===== src/pkg/cwro_regs.vh =====
// Purpose: Constants for the option word and start-up reset sequencer.
// Assumes: A 40 MHz core clock, period 25 ns.
// Notes: Included by the sequencer; the delay counter does not include it.
// Function
// - Power-up timer holds reset 64 ms after power-up or brown-out
// - Oscillator start-up timer holds until oscillator stable
// - Brown-out resets; may extend with power-up timer
// - Sleep exits on reset, watchdog wake, interrupt
// - Programmed bit reads 0, unprogrammed reads 1
// - Option word lives at location 2007h
// - Configuration space reachable only while programming
// - Bits 15 to 13 always read 1
// - Bit 12 selects wake-continue or wake-reset
// - Bit 11 enables fail-safe clock monitor
// - Bit 10 enables internal/external clock switchover
// - Mode 11 keeps brown-out always on
// - Mode 10 brown-out on when awake only
// - Mode 01 software control; 00 all off
// - Bit 4 low enables the power-up timer
// - Brown-out enable never enables power-up timer
`ifndef CWRO_REGS_VH
`define CWRO_REGS_VH
`define CWRO_OPT_ADDR 14'h2007
`define CWRO_CFG_LO 14'h2000
`define CWRO_CFG_HI 14'h3fff
`define CWRO_OPT_UNIMPL 3'h7
`define CWRO_BIT_WAKE 12
`define CWRO_BIT_FCM 11
`define CWRO_BIT_SWO 10
`define CWRO_BIT_BOR_HI 9
`define CWRO_BIT_BOR_LO 8
`define CWRO_BIT_POWER_UP_TIMER_ENABLE 4
`define CWRO_OPT_RESET 16'hffff
`define CWRO_BOR_ALWAYS 2'h3
`define CWRO_BOR_AWAKE 2'h2
`define CWRO_BOR_SOFT 2'h1
`define CWRO_PUT_MS 64
`define CWRO_CLK_KHZ 40000
`define CWRO_PUT_CYCLES (`CWRO_PUT_MS * `CWRO_CLK_KHZ)
`define CWRO_ST_POR 3'h0
`define CWRO_ST_PUT 3'h1
`define CWRO_ST_OST 3'h2
`define CWRO_ST_RUN 3'h3
`define CWRO_ST_SLEEP 3'h4
`endif


===== src/logic/cwro_delay.v =====
// Purpose: Loadable down-counter used as the power-up delay.
// Assumes: Start may be held high; the count reloads on every enabled cycle it stays high.
// Notes: Width sized for the longest count.
`timescale 1ns/100ps
module cwro_delay #(
  parameter WIDTH = 24
)
(
  input wire i_core_clk,
  input wire i_sys_rst,
  input wire i_ce,
  input wire i_start,
  input wire [WIDTH-1:0] i_count,
  output wire o_busy
);
  reg [WIDTH-1:0] count_reg;

  // ============================================================
  // Counter
  // Loading on start restarts the delay so a late event extends it.
  always @(posedge i_core_clk)
  begin
    if (i_sys_rst)
      count_reg <= {WIDTH{1'b0}};
    else if (i_ce)
    begin
      if (i_start)
        count_reg <= i_count;
      else if (count_reg != {WIDTH{1'b0}})
        count_reg <= count_reg - {{(WIDTH-1){1'b0}}, 1'b1};
    end
  end

  assign o_busy = (count_reg != {WIDTH{1'b0}});
endmodule


===== src/logic/cwro_seq.v =====
// Purpose: Option word store and start-up reset sequencer.
// Assumes: Pin inputs are asynchronous and synchronised here.
// Notes: The option word is only reachable in programming mode.
`include "cwro_regs.vh"
`timescale 1ns/100ps
module cwro_seq #(
  parameter PUT_CYCLES = `CWRO_PUT_CYCLES,
  parameter CNT_W = 24
)
(
  input wire i_core_clk,
  input wire i_sys_rst,
  input wire i_ce,
  input wire i_por,
  input wire i_brownout_det,
  input wire i_ext_rst_n,
  input wire i_osc_stable,
  input wire i_prog_mode,
  input wire [13:0] i_prog_addr,
  input wire [15:0] i_prog_wdata,
  input wire i_prog_we,
  input wire i_prog_re,
  input wire i_sleep_req,
  input wire i_wdt_wake,
  input wire i_irq_wake,
  input wire i_software_brownout_enable,
  output reg [15:0] o_prog_rdata,
  output wire o_core_rst,
  output wire o_sleeping,
  output wire o_wake_reset,
  output wire o_clock_fail_monitor_en,
  output wire o_clock_switchover_en,
  output wire o_brownout_reset_en,
  output wire o_software_brownout_avail
);
  // ============================================================
  // Synchronisers
  reg [4:0] sync1_reg;
  reg [4:0] sync2_reg;
  always @(posedge i_core_clk)
  begin
    if (i_sys_rst)
    begin
      sync1_reg <= 5'h10;
      sync2_reg <= 5'h10;
    end
    else if (i_ce)
    begin
      sync1_reg <= {i_ext_rst_n, i_por, i_brownout_det, i_osc_stable, i_prog_mode};
      sync2_reg <= sync1_reg;
    end
  end
  wire ext_rst = ~sync2_reg[4];
  wire por_s = sync2_reg[3];
  wire bod_s = sync2_reg[2];
  wire osc_ok = sync2_reg[1];
  wire prog_s = sync2_reg[0];

  // ============================================================
  // Option word storage
  // Unprogrammed bits read 1, so the store erases to all ones.
  reg [15:0] opt_reg;
  wire opt_hit = (i_prog_addr == `CWRO_OPT_ADDR);
  wire cfg_hit = (i_prog_addr >= `CWRO_CFG_LO) && (i_prog_addr <= `CWRO_CFG_HI);
  always @(posedge i_core_clk)
  begin
    if (i_sys_rst)
      opt_reg <= `CWRO_OPT_RESET;
    else if (i_ce && prog_s && i_prog_we && opt_hit)
      opt_reg <= {`CWRO_OPT_UNIMPL, i_prog_wdata[12:0]};
  end

  // Reads answer one cycle later; outside programming they return ones.
  always @(posedge i_core_clk)
  begin
    if (i_sys_rst)
      o_prog_rdata <= `CWRO_OPT_RESET;
    else if (i_ce && i_prog_re)
    begin
      if (prog_s && opt_hit)
        o_prog_rdata <= {`CWRO_OPT_UNIMPL, opt_reg[12:0]};
      else if (prog_s && cfg_hit)
        o_prog_rdata <= `CWRO_OPT_RESET;
      else
        o_prog_rdata <= `CWRO_OPT_RESET;
    end
  end

  // ============================================================
  // Sequencer state
  reg [2:0] state_reg;
  reg [2:0] state_next;
  reg [15:0] lat_reg;
  wire put_busy;
  wire put_en = ~lat_reg[`CWRO_BIT_POWER_UP_TIMER_ENABLE];
  wire [1:0] bor_mode = lat_reg[`CWRO_BIT_BOR_HI:`CWRO_BIT_BOR_LO];
  wire asleep = (state_reg == `CWRO_ST_SLEEP);
  reg bor_en;

  // Brown-out enable by mode.
  always @*
  begin
    case (bor_mode)
      `CWRO_BOR_ALWAYS: bor_en = 1'b1;
      `CWRO_BOR_AWAKE: bor_en = ~asleep;
      `CWRO_BOR_SOFT: bor_en = i_software_brownout_enable;
      default: bor_en = 1'b0;
    endcase
  end

  wire bor_trip = bod_s && bor_en;
  wire wake_evt = i_wdt_wake || i_irq_wake;
  wire wake_rst = asleep && wake_evt && ~lat_reg[`CWRO_BIT_WAKE];
  wire hard_rst = por_s || bor_trip || ext_rst || wake_rst || prog_s;
  // Power-up timer reloads while power-on or brown-out is active, never on other resets.
  // Reloading for the whole event means the full delay counts from its release.
  wire put_start = put_en && (por_s || bor_trip);

  cwro_delay #(
    .WIDTH(CNT_W)
  ) u_put (
    .i_core_clk(i_core_clk),
    .i_sys_rst(i_sys_rst),
    .i_ce(i_ce),
    .i_start(put_start),
    .i_count(PUT_CYCLES[CNT_W-1:0]),
    .o_busy(put_busy)
  );

  always @*
  begin
    state_next = state_reg;
    case (state_reg)
      `CWRO_ST_POR:
        if (!hard_rst)
          state_next = `CWRO_ST_PUT;
      `CWRO_ST_PUT:
        if (hard_rst)
          state_next = `CWRO_ST_POR;
        else if (!put_busy)
          state_next = `CWRO_ST_OST;
      `CWRO_ST_OST:
        if (hard_rst)
          state_next = `CWRO_ST_POR;
        else if (osc_ok)
          state_next = `CWRO_ST_RUN;
      `CWRO_ST_RUN:
        if (hard_rst)
          state_next = `CWRO_ST_POR;
        else if (i_sleep_req)
          state_next = `CWRO_ST_SLEEP;
      `CWRO_ST_SLEEP:
        if (hard_rst)
          state_next = `CWRO_ST_POR;
        else if (wake_evt)
          state_next = `CWRO_ST_RUN;
      default:
        state_next = `CWRO_ST_POR;
    endcase
  end

  // ============================================================
  // State and option latch
  // Latching only while held in reset keeps settings fixed in run.
  always @(posedge i_core_clk)
  begin
    if (i_sys_rst)
    begin
      state_reg <= `CWRO_ST_POR;
      lat_reg <= `CWRO_OPT_RESET;
    end
    else if (i_ce)
    begin
      state_reg <= state_next;
      if (state_reg == `CWRO_ST_POR)
        lat_reg <= opt_reg;
    end
  end

  assign o_core_rst = (state_reg != `CWRO_ST_RUN) && !asleep;
  assign o_sleeping = asleep;
  assign o_wake_reset = wake_rst;
  assign o_clock_fail_monitor_en = lat_reg[`CWRO_BIT_FCM];
  assign o_clock_switchover_en = lat_reg[`CWRO_BIT_SWO];
  assign o_brownout_reset_en = bor_en;
  assign o_software_brownout_avail = (bor_mode == `CWRO_BOR_SOFT);
endmodule


===== config.mk =====
export PLATFORM = sky130hd
export DESIGN_NAME = cwro_seq
export DESIGN_NICKNAME = d
export VERILOG_FILES = /design/src/logic/cwro_delay.v /design/src/logic/cwro_seq.v
export VERILOG_INCLUDE_DIRS = /design/src /design/src/pkg
export SDC_FILE = /design/constraint.sdc
export NUM_CORES = 1
export LEC_CHECK = 0
export BUFFER_PORTS_ARGS = -buffer_cell sky130_fd_sc_hd__buf_2
export CAP_MARGIN = 0
export CORE_ASPECT_RATIO = 0.7
export CORE_UTILIZATION = 40
export DETAILED_ROUTE_END_ITERATION = 7
export GPL_TIMING_DRIVEN = 0
export PLACE_DENSITY = 0.66
export SLEW_MARGIN = 20
export SYNTH_ARGS = -nofsm -noshare
export SYNTH_HDL_FRONTEND = slang
export SYNTH_SLANG_ARGS = --single-unit

===== constraint.sdc =====
create_clock -name i_core_clk -period 3.37 [get_ports i_core_clk]
set_clock_uncertainty 0.2 [all_clocks]
set_input_delay 0.674 -clock i_core_clk [delete_from_list [all_inputs] [get_ports i_core_clk]]
set_output_delay 0.674 -clock i_core_clk [all_outputs]
set_load 0.02 [all_outputs]

# Yosys cells after proc, flatten, opt, wreduce, memory -nomap -nowiden
# Cells that the tools add are included.
[classes]
add_sub_neg = 1
n_eq_ne = 14
n_mux = 14
n_bitwise = 4
n_reduce_logical = 22
[op_table]
columns = ["operator", "n"]
rows = [
  ["$mux 24", 2],
  ["$mux 3", 9],
  ["$reduce_bool 24->1", 1],
  ["$sub 24x1->24 const B", 1],
  ["$pmux 3 s5", 1],
  ["$eq 14x14->1 const B", 1],
  ["$mux 13", 1],
  ["$logic_and 1x1->1", 10],
  ["$ne 3x3->1 const B", 3],
  ["$eq 3x2->1 const B", 2],
  ["$reduce_and 6->1", 1],
  ["$logic_or 1x1->1", 5],
  ["$eq 2x2->1 const B", 2],
  ["$not 1->1", 4],
  ["$reduce_and 2->1", 2],
  ["$eq 3x1->1 const B", 1],
  ["$eq 3x3->1 const B", 1],
  ["$logic_not 3->1", 1],
  ["$ne 3x1->1 const B", 1],
  ["$ne 3x2->1 const B", 1],
  ["$pmux 1 s3", 1],
  ["$eq 2x1->1 const B", 1],
  ["$ne 2x2->1 const B", 1],
  ["$reduce_bool 2->1", 1],
  ["$logic_not 1->1", 1],
]
[totals]
regBits = 79
inputBits = 44

# Logic depth before layout (Yosys ltp)
# Gate-level depths: netlist of run 1.
[logic_depth]
ltp_word = 10
mapped_depth = 9
depth_no_buf = 8

# By module
# A second synthesis of run 1 with hierarchy kept.
[unflattened]
hier_cells = 443
area_unflattened_um2 = 3613.5
[modules_own_cells]
columns = ["mod", "instances", "cells_each", "area_per_inst_um2", "seq_area_each_um2"]
rows = [
  ["cwro_seq", 1, 225, 1965.6, 900.9],
  ["cwro_delay", 1, 218, 1647.8, 480.5],
]

# Worst setup path after synthesis of run 1
# OpenSTA, ideal clock, no wires.
[synth_timing]
kind = "input -> register"
start = "input port i_prog_addr[7]"
end = "register opt_reg[10]"
t_arrival_ns = 2.226
t_required_ns = 3.112
setup_slack_ns = 0.886
cell_stages = 6
path_cell_list = "nor4_1 -> nand4b_1 -> nor2_1 -> clkbuf_1 -> buf_1 -> a211o_1"
[synth_between]
elab_chain_cells = 2
[synth_rtl]
columns = ["element", "line", "rtl"]
rows = [
  ["start: declaration", "cwro_seq.v:19", "input wire [13:0] i_prog_addr,"],
  ["$eq 14x14->1 (no source line)", "n/a", ""],
  ["$logic_and 1x1->1", "cwro_seq.v:69", "else if (i_ce && prog_s && i_prog_we && opt_hit)"],
  ["end signal: assignment", "cwro_seq.v:68", "opt_reg <= `CWRO_OPT_RESET;"],
  ["end signal: assignment", "cwro_seq.v:70", "opt_reg <= {`CWRO_OPT_UNIMPL, i_prog_wdata[12:0]};"],
  ["end: declaration", "cwro_seq.v:62", "reg [15:0] opt_reg;"],
]
# No other way between the ends.
# A chain may end at the register's enable or synchronous reset.

# Worst setup path in the final report of run 1
[layout_timing]
start = "register state_reg[2]"
end = "register u_put.count_reg[19]"
[layout_between]
elab_chain_cells = 8
word_cells_on_any_way = 9
cone_classes = "1 x eq/ne; 2 x mux; 1 x bitwise; 5 x reduce/logical"
[layout_rtl]
columns = ["element", "line", "rtl"]
rows = [
  ["start: declaration", "cwro_seq.v:91", "reg [2:0] state_reg;"],
  ["start signal: assignment", "cwro_seq.v:169", "state_reg <= `CWRO_ST_POR;"],
  ["start signal: assignment", "cwro_seq.v:174", "state_reg <= state_next;"],
  ["$eq 3x3->1 (*)", "n/a", ""],
  ["$not 1->1 (*)", "cwro_seq.v:105", "`CWRO_BOR_AWAKE: bor_en = ~asleep;"],
  ["$pmux 1 s3 (*)", "cwro_seq.v:103", "case (bor_mode)"],
  ["$logic_and 1x1->1 (*)", "cwro_seq.v:111", "wire bor_trip = bod_s && bor_en;"],
  ["$logic_or 1x1->1 (*)", "cwro_seq.v:117", "wire put_start = put_en && (por_s || bor_trip);"],
  ["$logic_and 1x1->1 (*)", "cwro_seq.v:117", ""],
  ["$reduce_bool 2->1 (no source line)", "n/a", ""],
  ["$reduce_and 2->1 (no source line)", "n/a", ""],
  ["end signal: assignment", "cwro_delay.v:24", "count_reg <= {WIDTH{1'b0}};"],
  ["end signal: assignment", "cwro_delay.v:28", "count_reg <= i_count;"],
  ["end signal: assignment", "cwro_delay.v:30", "count_reg <= count_reg - {{(WIDTH-1){1'b0}}, 1'b1};"],
  ["end: declaration", "cwro_delay.v:16", "reg [WIDTH-1:0] count_reg;"],
]
# Mark *: on every way between the ends. The rest lies on a longest branch, timed or not.

==> impl_metrics.yaml, run 1 <==
run_status:
  status: "completed"
power:
  ir_drop_uv: 456
  power.density_nw_per_um2: 709
  p_leak_nw: 1.51
layout:
  layout.nets: 467
  final_common_cell: "dfxtp_1"
  areaGrowthSynthToFinish_pct: 18.4
  register_area_um2: 1380
  largest_register_ffs: 24
  final_cells: 524
  drive_gt1_share_pct: 20.2
  antenna_cells: 0
  multi_input_area_um2: 1640
  layout_common_cells: "dfxtp_1, buf_2, nor2_1"
  fill_cells: 725
  final_util_pct: 50.1
setup_path:
  worst-path-buf-inv: 3
  required_ps: 3460
  ff2ff_path_depth: 9
  crit_type: "register to register"
  crit_family: "simple AND/OR/NAND/NOR gates"
  path_cells: "buf_4 > or3b_4 > a311oi_1 > nor2_1 > nand2_1 > nand2b_1 > clkbuf_1 > clkbuf_1 > nor2_1"
  cp-start-kind: "register"
  crit_slowest_cell: "a311oi_1"
  slowest_delay_ps: 630
  critPathMaxFanout: 10
  path_depth: 9
  startpoint: "state_reg[2]"
  r2r-end: "u_put.count_reg[19]"
  worstPathArrival_ps: 2950
  cp-end-kind: "register"
  reg2reg_slack_ps: 500
  r2r-start: "state_reg[2]"
clocking:
  cts_tree: "done"
  ctsHoldBuffers: 0
  clk-insertion-delay-late_ps: 350
  clkTransAtPathRegs_ps: 70
  post_cts_buffers: 0
  cts-root-buf: "clkbuf_8"
  clock_path_buffers: 2
  post_cts_resized: 0
  cts.sinks: 69
  htree_num_levels: 3
  numCtsBuffers: 9
placed_design:
  gp_congestion: 0.804
  dp_cells: 509
  hpwl_um: 5400
  portBuffers: 58
global_routing:
  grt_pass1_vias: 2506
  grt_usage_pct: 19.4
  grt_max_degree: 11
  grt_pass1_wl_um: 12300
  grt_antenna_before_repair: 0
  overflow: 0
floorplan:
  die-area_um2: 8240
  initial_core_util_pct: 42.3
  io_pins: 67
  die_h_um: 76.3
  fp-row-count: 26
  fp.dieW_um: 108
  coreArea_um2: 7450
logic_synthesis:
  yosysSeqAreaShare_pct: 43.8
  async_flop_share_pct: 0
  ys_ff_latch: 69
  synth_edf_count: 0
  synthFlopType: "dfxtp_1"
  syn_inst: 351
  syn-cell-area_um2: 3150
  syn_area_per_cell_um2: 8.98
  ys_warn_count: 0
  synth_cell_types: 47
timing:
  relSlewSlack_pct: 53.9
  setup-violations-final: 0
  tightest_slew_ps: 687
  period_share_pct: 85.1
  slew_viol_final: 0
  rsz0062_at_grt: "false"
  finalHoldViolations: 0
  max_freq_ghz: 0.349
  setup_tns_ps: 0
  period_minus_slack_ps: 2870
routing:
  antenna_left: 0
  vias: 2697
  via_per_inst: 5.15
  drc: 0
  routedWlPerCell_um: 14.0
  drtIter0Drc: 136
  wirelength_um: 7350
  firstDrtPassIters: 4
worst_hold_path:
  min_path_cells: 1
  min_path_type: "register to register"
  min_to: "sync2_reg[4]"
  min_from: "sync1_reg[4]"
run:
  drv_cap: 0
metrics by stage:
stage | hold WS [ps] | cell area, µm² | worst slack (ps) | total power [W]
after floorplan | 227 | 3160 | 886 | 0.00184
after global placement | 231 | 3570 | 305 | 0.00204
after detailed placement | 240 | 3570 | 280 | 0.00207
after CTS | 257 | 3730 | 480 | 0.00264
after global routing | 302 | 3730 | 210 | 0.00285
final | 254 | 3730 | 503 | 0.00264
area by class of cell:
type | instances | share of cell area (%)
Multi-Input combinational cell | 256 | 43.9
Sequential cell | 69 | 37.0
Buffer | 23 | 3.25
Timing Repair Buffer | 58 | 7.78
Inverter | 5 | 0.503
Clock inverter | 2 | 0.268
Clock buffer | 13 | 3.99
Tap cell | 98 | 3.29
kinds of logic after synthesis:
group                      share of synthesized area [%]
AOI/OAI and AO/OA                                   14.0
xor gates and xnor gates                            5.28
adders and majority gates                          0.397
buffers and inverters                               4.45
DFF                                                 43.8
muxes                                               4.76
other                                              0.119
and+or+nand+nor                                     27.2
synthesized netlist by cell type (2+ instances only):
| master | number | area share (%) |
|---|---|---|
| a211o_1 | 15 | 4.2 |
| a21oi_1 | 17 | 2.7 |
| and2_1 | 4 | 0.79 |
| and4_1 | 2 | 0.56 |
| buf_4 | 5 | 1.2 |
| buf_6 | 2 | 0.71 |
| clkbuf_1 | 14 | 1.7 |
| dfxtp_1 | 69 | 44 |
| inv_1 | 5 | 0.60 |
| mux2i_1 | 15 | 4.8 |
| nand2_1 | 12 | 1.4 |
| nand2b_1 | 8 | 1.6 |
| nand3_1 | 7 | 1.1 |
| nand4_1 | 8 | 1.6 |
| nand4b_1 | 5 | 1.4 |
| nor2_1 | 48 | 5.7 |
| nor2b_1 | 18 | 3.6 |
| nor3_1 | 22 | 3.5 |
| nor4_1 | 5 | 0.99 |
| o21ai_0 | 4 | 0.64 |
| o21bai_1 | 14 | 3.3 |
| o31ai_1 | 2 | 0.48 |
| or3_1 | 5 | 0.99 |
| or3b_2 | 2 | 0.56 |
| or4_1 | 4 | 0.95 |
| xnor2_1 | 2 | 0.56 |
| xor2_1 | 17 | 4.7 |
worst reg2reg max path: cells and delay by family (launching register included):
| family | cells | cell delay, ps |
|---|---|---|
| AOI/OAI and AO/OA | 1 | 630 |
| buffers and inverters | 3 | 650 |
| DFF | 1 | 310 |
| and+or+nand+nor | 5 | 1030 |
worst max-delay path by stage:
stage / to / slack (ps)
final: u_put.count_reg[19] / 500
after global routing: u_put.count_reg[19] / 210
after CTS: u_put.count_reg[19] / 480
after detailed placement: opt_reg[11] / 280
after global placement: opt_reg[11] / 300
after floorplan: opt_reg[10] / 890
per-layer routing:
metal,global-route usage [%],wire length (µm),share of wire (%)
met1,29.6,4000,54
met2,24.8,2850,39
met3,6.24,418,5.7
met4,6.85,87,1.2
met5,0,0,0
report_power, final:
group | internal [W] | switching, W | total [W]
registers | 0.000940 | 0.000130 | 0.00107
logic | 0.000405 | 0.000599 | 0.00100
clock network | 0.000281 | 0.000289 | 0.000570
Note: power is estimated with default switching activity, not from simulation.
==> run 2, diff against run 1 <==
--- a/config.mk
+++ b/config.mk
@@ -10,6 +10,7 @@
 export CAP_MARGIN = 0
 export CORE_ASPECT_RATIO = 0.7
 export CORE_UTILIZATION = 40
+export CTS_BUF_LIST = sky130_fd_sc_hd__clkbuf_8
 export DETAILED_ROUTE_END_ITERATION = 7
 export GPL_TIMING_DRIVEN = 0
 export PLACE_DENSITY = 0.66
==> run 2 against run 1 <==
Compared with the run above: die area unchanged; global-route usage unchanged; cell count unchanged; clock power decreased by 2%; non-clock buffer count unchanged; maximum frequency about the same; sequential share of layout area unchanged; core utilization unchanged; total power decreased by 0.40%; register-to-register slack about the same; clock-buffer cell count decreased by 3; via count about the same; largest power group unchanged.
==> impl_metrics.yaml, run 2 (synthesized netlist as in run 1, its figures left out) <==
clocking:
  numCtsBuffers: 9
  clkTransAtPathRegs_ps: 70
  htree_num_levels: 3
  cts_tree: "done"
  clock_path_buffers: 2
  post_cts_buffers: 0
  cts.sinks: 69
  clk-insertion-delay-late_ps: 350
  cts-root-buf: "clkbuf_8"
  post_cts_resized: 0
  ctsHoldBuffers: 0
floorplan:
  die-area_um2: 8240
  coreArea_um2: 7450
  initial_core_util_pct: 42.3
  fp.dieW_um: 108
  die_h_um: 76.3
  fp-row-count: 26
  io_pins: 67
routing:
  routedWlPerCell_um: 14.0
  via_per_inst: 5.15
  antenna_left: 0
  wl_met2_um: 2870
  drtIter0Drc: 137
  wl_met3_um: 401
  firstDrtPassIters: 4
  drt-met1-wl_um: 3970
  drc: 0
  vias: 2696
  wirelength_um: 7320
  routed.top_layer: "met4"
layout:
  fin_area_um2: 3730
  areaGrowthSynthToFinish_pct: 18.4
  final_common_cell: "dfxtp_1"
  final_cells: 524
  layout.nets: 467
  antenna_cells: 0
  layout_common_cells: "dfxtp_1, buf_2, nor2_1"
  drive_gt1_share_pct: 20.2
  largest_register_ffs: 24
  fill_cells: 725
timing:
  rsz0062_at_grt: "false"
  period_share_pct: 85.1
  tightest_slew_ps: 687
  max_freq_ghz: 0.349
  setup-violations-final: 0
  period_minus_slack_ps: 2870
  setup_tns_ps: 0
  slew_viol_final: 0
  relSlewSlack_pct: 53.9
  whs_ps: 254
  finalHoldViolations: 0
global_routing:
  grt_pass1_vias: 2506
  grt_antenna_before_repair: 0
  grt_max_degree: 11
  overflow: 0
  grt_usage_pct: 19.4
  grt_pass1_wl_um: 12300
power:
  ir_drop_uv: 455
  power.density_nw_per_um2: 706
  p_leak_nw: 1.53
run_status:
  status: "completed"
setup_path:
  cp-end-kind: "register"
  required_ps: 3450
  worstPathArrival_ps: 2950
  critPathMaxFanout: 10
  cp-start-kind: "register"
  crit_type: "register to register"
placed_design:
  portBuffers: 58
  hpwl_um: 5400
  post_dp_cell_area_um2: 3570
  gp_congestion: 0.804
  dp_cells: 509
run:
  drv_cap: 0
worst_hold_path:
  min_path_type: "register to register"
==> run 2: changes by cell type in the layout (fill, tap and decap cells not counted) <==
cell      change
clkbuf_1      -3
inv_1         +3
==> run 2: metrics by stage <==
stage	setup slack (ps)	total power, W	util (%)
CTS	480	0.00264	50.1
global route	210	0.00284	50.1
finish	503	0.00263	50.1
detailed placement	280	0.00207	48.0
global placement	305	0.00204	48.0
floorplan	886	0.00184	-
==> run 2: worst paths after layout <==
| check | slack [ps] | cells past startpoint | from | end |
|---|---|---|---|---|
| hold reg to reg | 250 | 1 | sync1_reg[4] | sync2_reg[4] |
| hold / removal | 250 | 1 | sync1_reg[4] | sync2_reg[4] |
| setup reg to reg | 500 | 9 | state_reg[2] | u_put.count_reg[19] |
| setup / recovery | 500 | 9 | state_reg[2] | u_put.count_reg[19] |
==> run 2: cell type report <==
class | count | area, µm² | share of cell area, %
Clock buffer | 10 | 138 | 3.69
Tap cell | 98 | 123 | 3.29
Inverter | 5 | 18.8 | 0.503
Sequential cell | 69 | 1380 | 37.0
Clock inverter | 5 | 21.3 | 0.570
Buffer | 23 | 121 | 3.25
Timing Repair Buffer | 58 | 290 | 7.78
Multi-Input combinational cell | 256 | 1640 | 43.9
==> run 2: report_power, final <==
group	switching (W)	leakage [nW]	internal, W
Sequential	0.000130	0.562	0.000940
Combinational	0.000599	0.870	0.000405
Clock	0.000287	0.0957	0.000272
==> run 2: worst max-delay path, cell delays in order (launching register included) <==
cell and delay [ps]:
dfxtp_1 310, buf_4 150, or3b_4 420, a311oi_1 630
nor2_1 140, nand2_1 230, nand2b_1 80, clkbuf_1 210
clkbuf_1 290, nor2_1 160
==> run 2: routing by layer <==
metal,global-route usage [%],vias to the layer above
met1,29.6,1243
met2,24.8,62
met3,6.24,8
li1,-,1383
met4,6.85,0
met5,0,-
==> run 3, diff against run 2 <==
--- a/config.mk
+++ b/config.mk
@@ -13,7 +13,7 @@
 export CTS_BUF_LIST = sky130_fd_sc_hd__clkbuf_8
 export DETAILED_ROUTE_END_ITERATION = 7
 export GPL_TIMING_DRIVEN = 0
-export PLACE_DENSITY = 0.66
+export PLACE_DENSITY = 0.69
 export SLEW_MARGIN = 20
 export SYNTH_ARGS = -nofsm -noshare
 export SYNTH_HDL_FRONTEND = slang
==> run 3 against run 2 <==
Compared with the run above: maximum frequency shrank 0.94%; clock-buffer cell count grew 2; worst hold slack gained 0.65 ps; cell area grew 1.1%; die area is the same; via count is essentially flat; critical path depth is the same; clock power grew 23%; first-iteration DRC count grew 22%; register-to-register slack lost 30 ps; core utilization grew 0.54 points; highest routed layer unchanged; sequential power is essentially flat; critical endpoint unchanged.
==> impl_metrics.yaml, run 3 (synthesized netlist as in run 1, its figures left out) <==
clocking:
  clk-insertion-delay-late_ps: 350
  htree_num_levels: 3
  cts.sinks: 69
  post_cts_resized: 0
  post_cts_buffers: 0
  clkTransAtPathRegs_ps: 70
  cts_tree: "done"
  cts-root-buf: "clkbuf_8"
  numCtsBuffers: 9
  ctsHoldBuffers: 0
  clock_path_buffers: 2
setup_path:
  cp-endpoint: "u_put.count_reg[19]"
  cp-start-kind: "register"
  crit_type: "register to register"
  r2r-start: "state_reg[2]"
  reg2reg_slack_ps: 480
  crit_family: "simple AND/OR/NAND/NOR gates"
  required_ps: 3460
  worst-path-buf-inv: 3
  r2r-end: "u_put.count_reg[19]"
  cp-end-kind: "register"
  critPathMaxFanout: 10
  path_depth: 9
  path_cells: "buf_4 > or3b_4 > a311oi_1 > nor2_1 > nand2_1 > nand2b_1 > clkbuf_1 > clkbuf_1 > nor2_1"
  ff2ff_path_depth: 9
  startpoint: "state_reg[2]"
  worstPathArrival_ps: 2980
  slowest_delay_ps: 650
  crit_slowest_cell: "a311oi_1"
floorplan:
  die_h_um: 76.3
  die-area_um2: 8240
  fp.dieW_um: 108
  fp-row-count: 26
  io_pins: 67
  initial_core_util_pct: 42.3
  coreArea_um2: 7450
routing:
  antenna_left: 0
  drtIter0Drc: 167
  via_per_inst: 5.15
  firstDrtPassIters: 4
  routedWlPerCell_um: 13.8
  vias: 2694
  wirelength_um: 7220
  drc: 0
placed_design:
  post_dp_cell_area_um2: 3570
  portBuffers: 58
  dp_cells: 509
  hpwl_um: 5360
  gp_congestion: 0.800
layout:
  multi_input_area_um2: 1640
  antenna_cells: 0
  largest_register_ffs: 24
  final_common_cell: "dfxtp_1"
  register_area_um2: 1380
  areaGrowthSynthToFinish_pct: 19.7
  final_cells: 523
  fill_cells: 715
  layout_common_cells: "dfxtp_1, buf_2, nor2_1"
  final_util_pct: 50.6
  layout.nets: 467
  drive_gt1_share_pct: 20.5
  fin_area_um2: 3770
global_routing:
  grt_usage_pct: 19.1
  grt_pass1_wl_um: 12100
  overflow: 0
  grt_antenna_before_repair: 0
  grt_pass1_vias: 2479
  grt_max_degree: 11
power:
  p_sw_w: 0.00101
  p_leak_nw: 1.54
  power.density_nw_per_um2: 727
  p_int_w: 0.00174
  ir_drop_uv: 468
  switching_share_pct: 36.7
  p_seq_share_pct: 38.7
  combPwrFrac_pct: 36.3
  p_clk_share_pct: 25.0
timing:
  period_minus_slack_ps: 2890
  max_freq_ghz: 0.345
  slew_viol_final: 0
  rsz0062_at_grt: "false"
  tightest_slew_ps: 724
  setup_tns_ps: 0
  setup-violations-final: 0
  finalHoldViolations: 0
  relSlewSlack_pct: 51.4
  whs_ps: 254
  period_share_pct: 85.9
run_status:
  status: "completed"
run:
  drv_cap: 0
worst_hold_path:
  min_path_type: "register to register"
  min_path_cells: 1
run 3: power groups by stage:
stage / registers [W] / clock network [W] / logic, W
finish: 0.00106 / 0.000685 / 0.000997
global placement: 0.00107 / 0 / 0.000966
floorplan: 0.00105 / 0 / 0.000787
detailed placement: 0.00108 / 0 / 0.000977
global route: 0.00108 / 0.000735 / 0.00111
CTS: 0.00106 / 0.000700 / 0.000985
run 3: cell type report:
cell class                      count  share of cell area (%)
Tap cell                           98                    3.25
Inverter                            5                   0.498
Buffer                             23                    3.22
Clock inverter                      2                   0.896
Timing Repair Buffer               58                    7.70
Clock buffer                       12                    4.38
Multi-Input combinational cell    256                    43.4
Sequential cell                    69                    36.6
run 3: through the flow:
step           setup slack, ps  total power, W
2_1_floorplan              886         0.00184
4_1_cts                    517         0.00275
6_report                   476         0.00274
3_5_place_dp               238         0.00206
3_3_place_gp               325         0.00204
5_1_grt                    145         0.00293
run 3: routing by layer:
metal  GRT usage (%)  wire, µm  vias to the layer above
met5               0         0                        -
li1                -         -                     1377
met4            6.03        82                        0
met1            26.8      3780                     1230
met2            26.5      2910                       79
met3            7.44       444                        8
run 3: worst min-delay path by stage:
stage	startpoint	end	slack, ps
global route	sync1_reg[4]	sync2_reg[4]	300
CTS	sync1_reg[4]	sync2_reg[4]	260
global placement	sync1_reg[4]	sync2_reg[4]	230
floorplan	sync1_reg[4]	sync2_reg[4]	230
finish	sync1_reg[4]	sync2_reg[4]	250
detailed placement	sync1_reg[4]	sync2_reg[4]	240
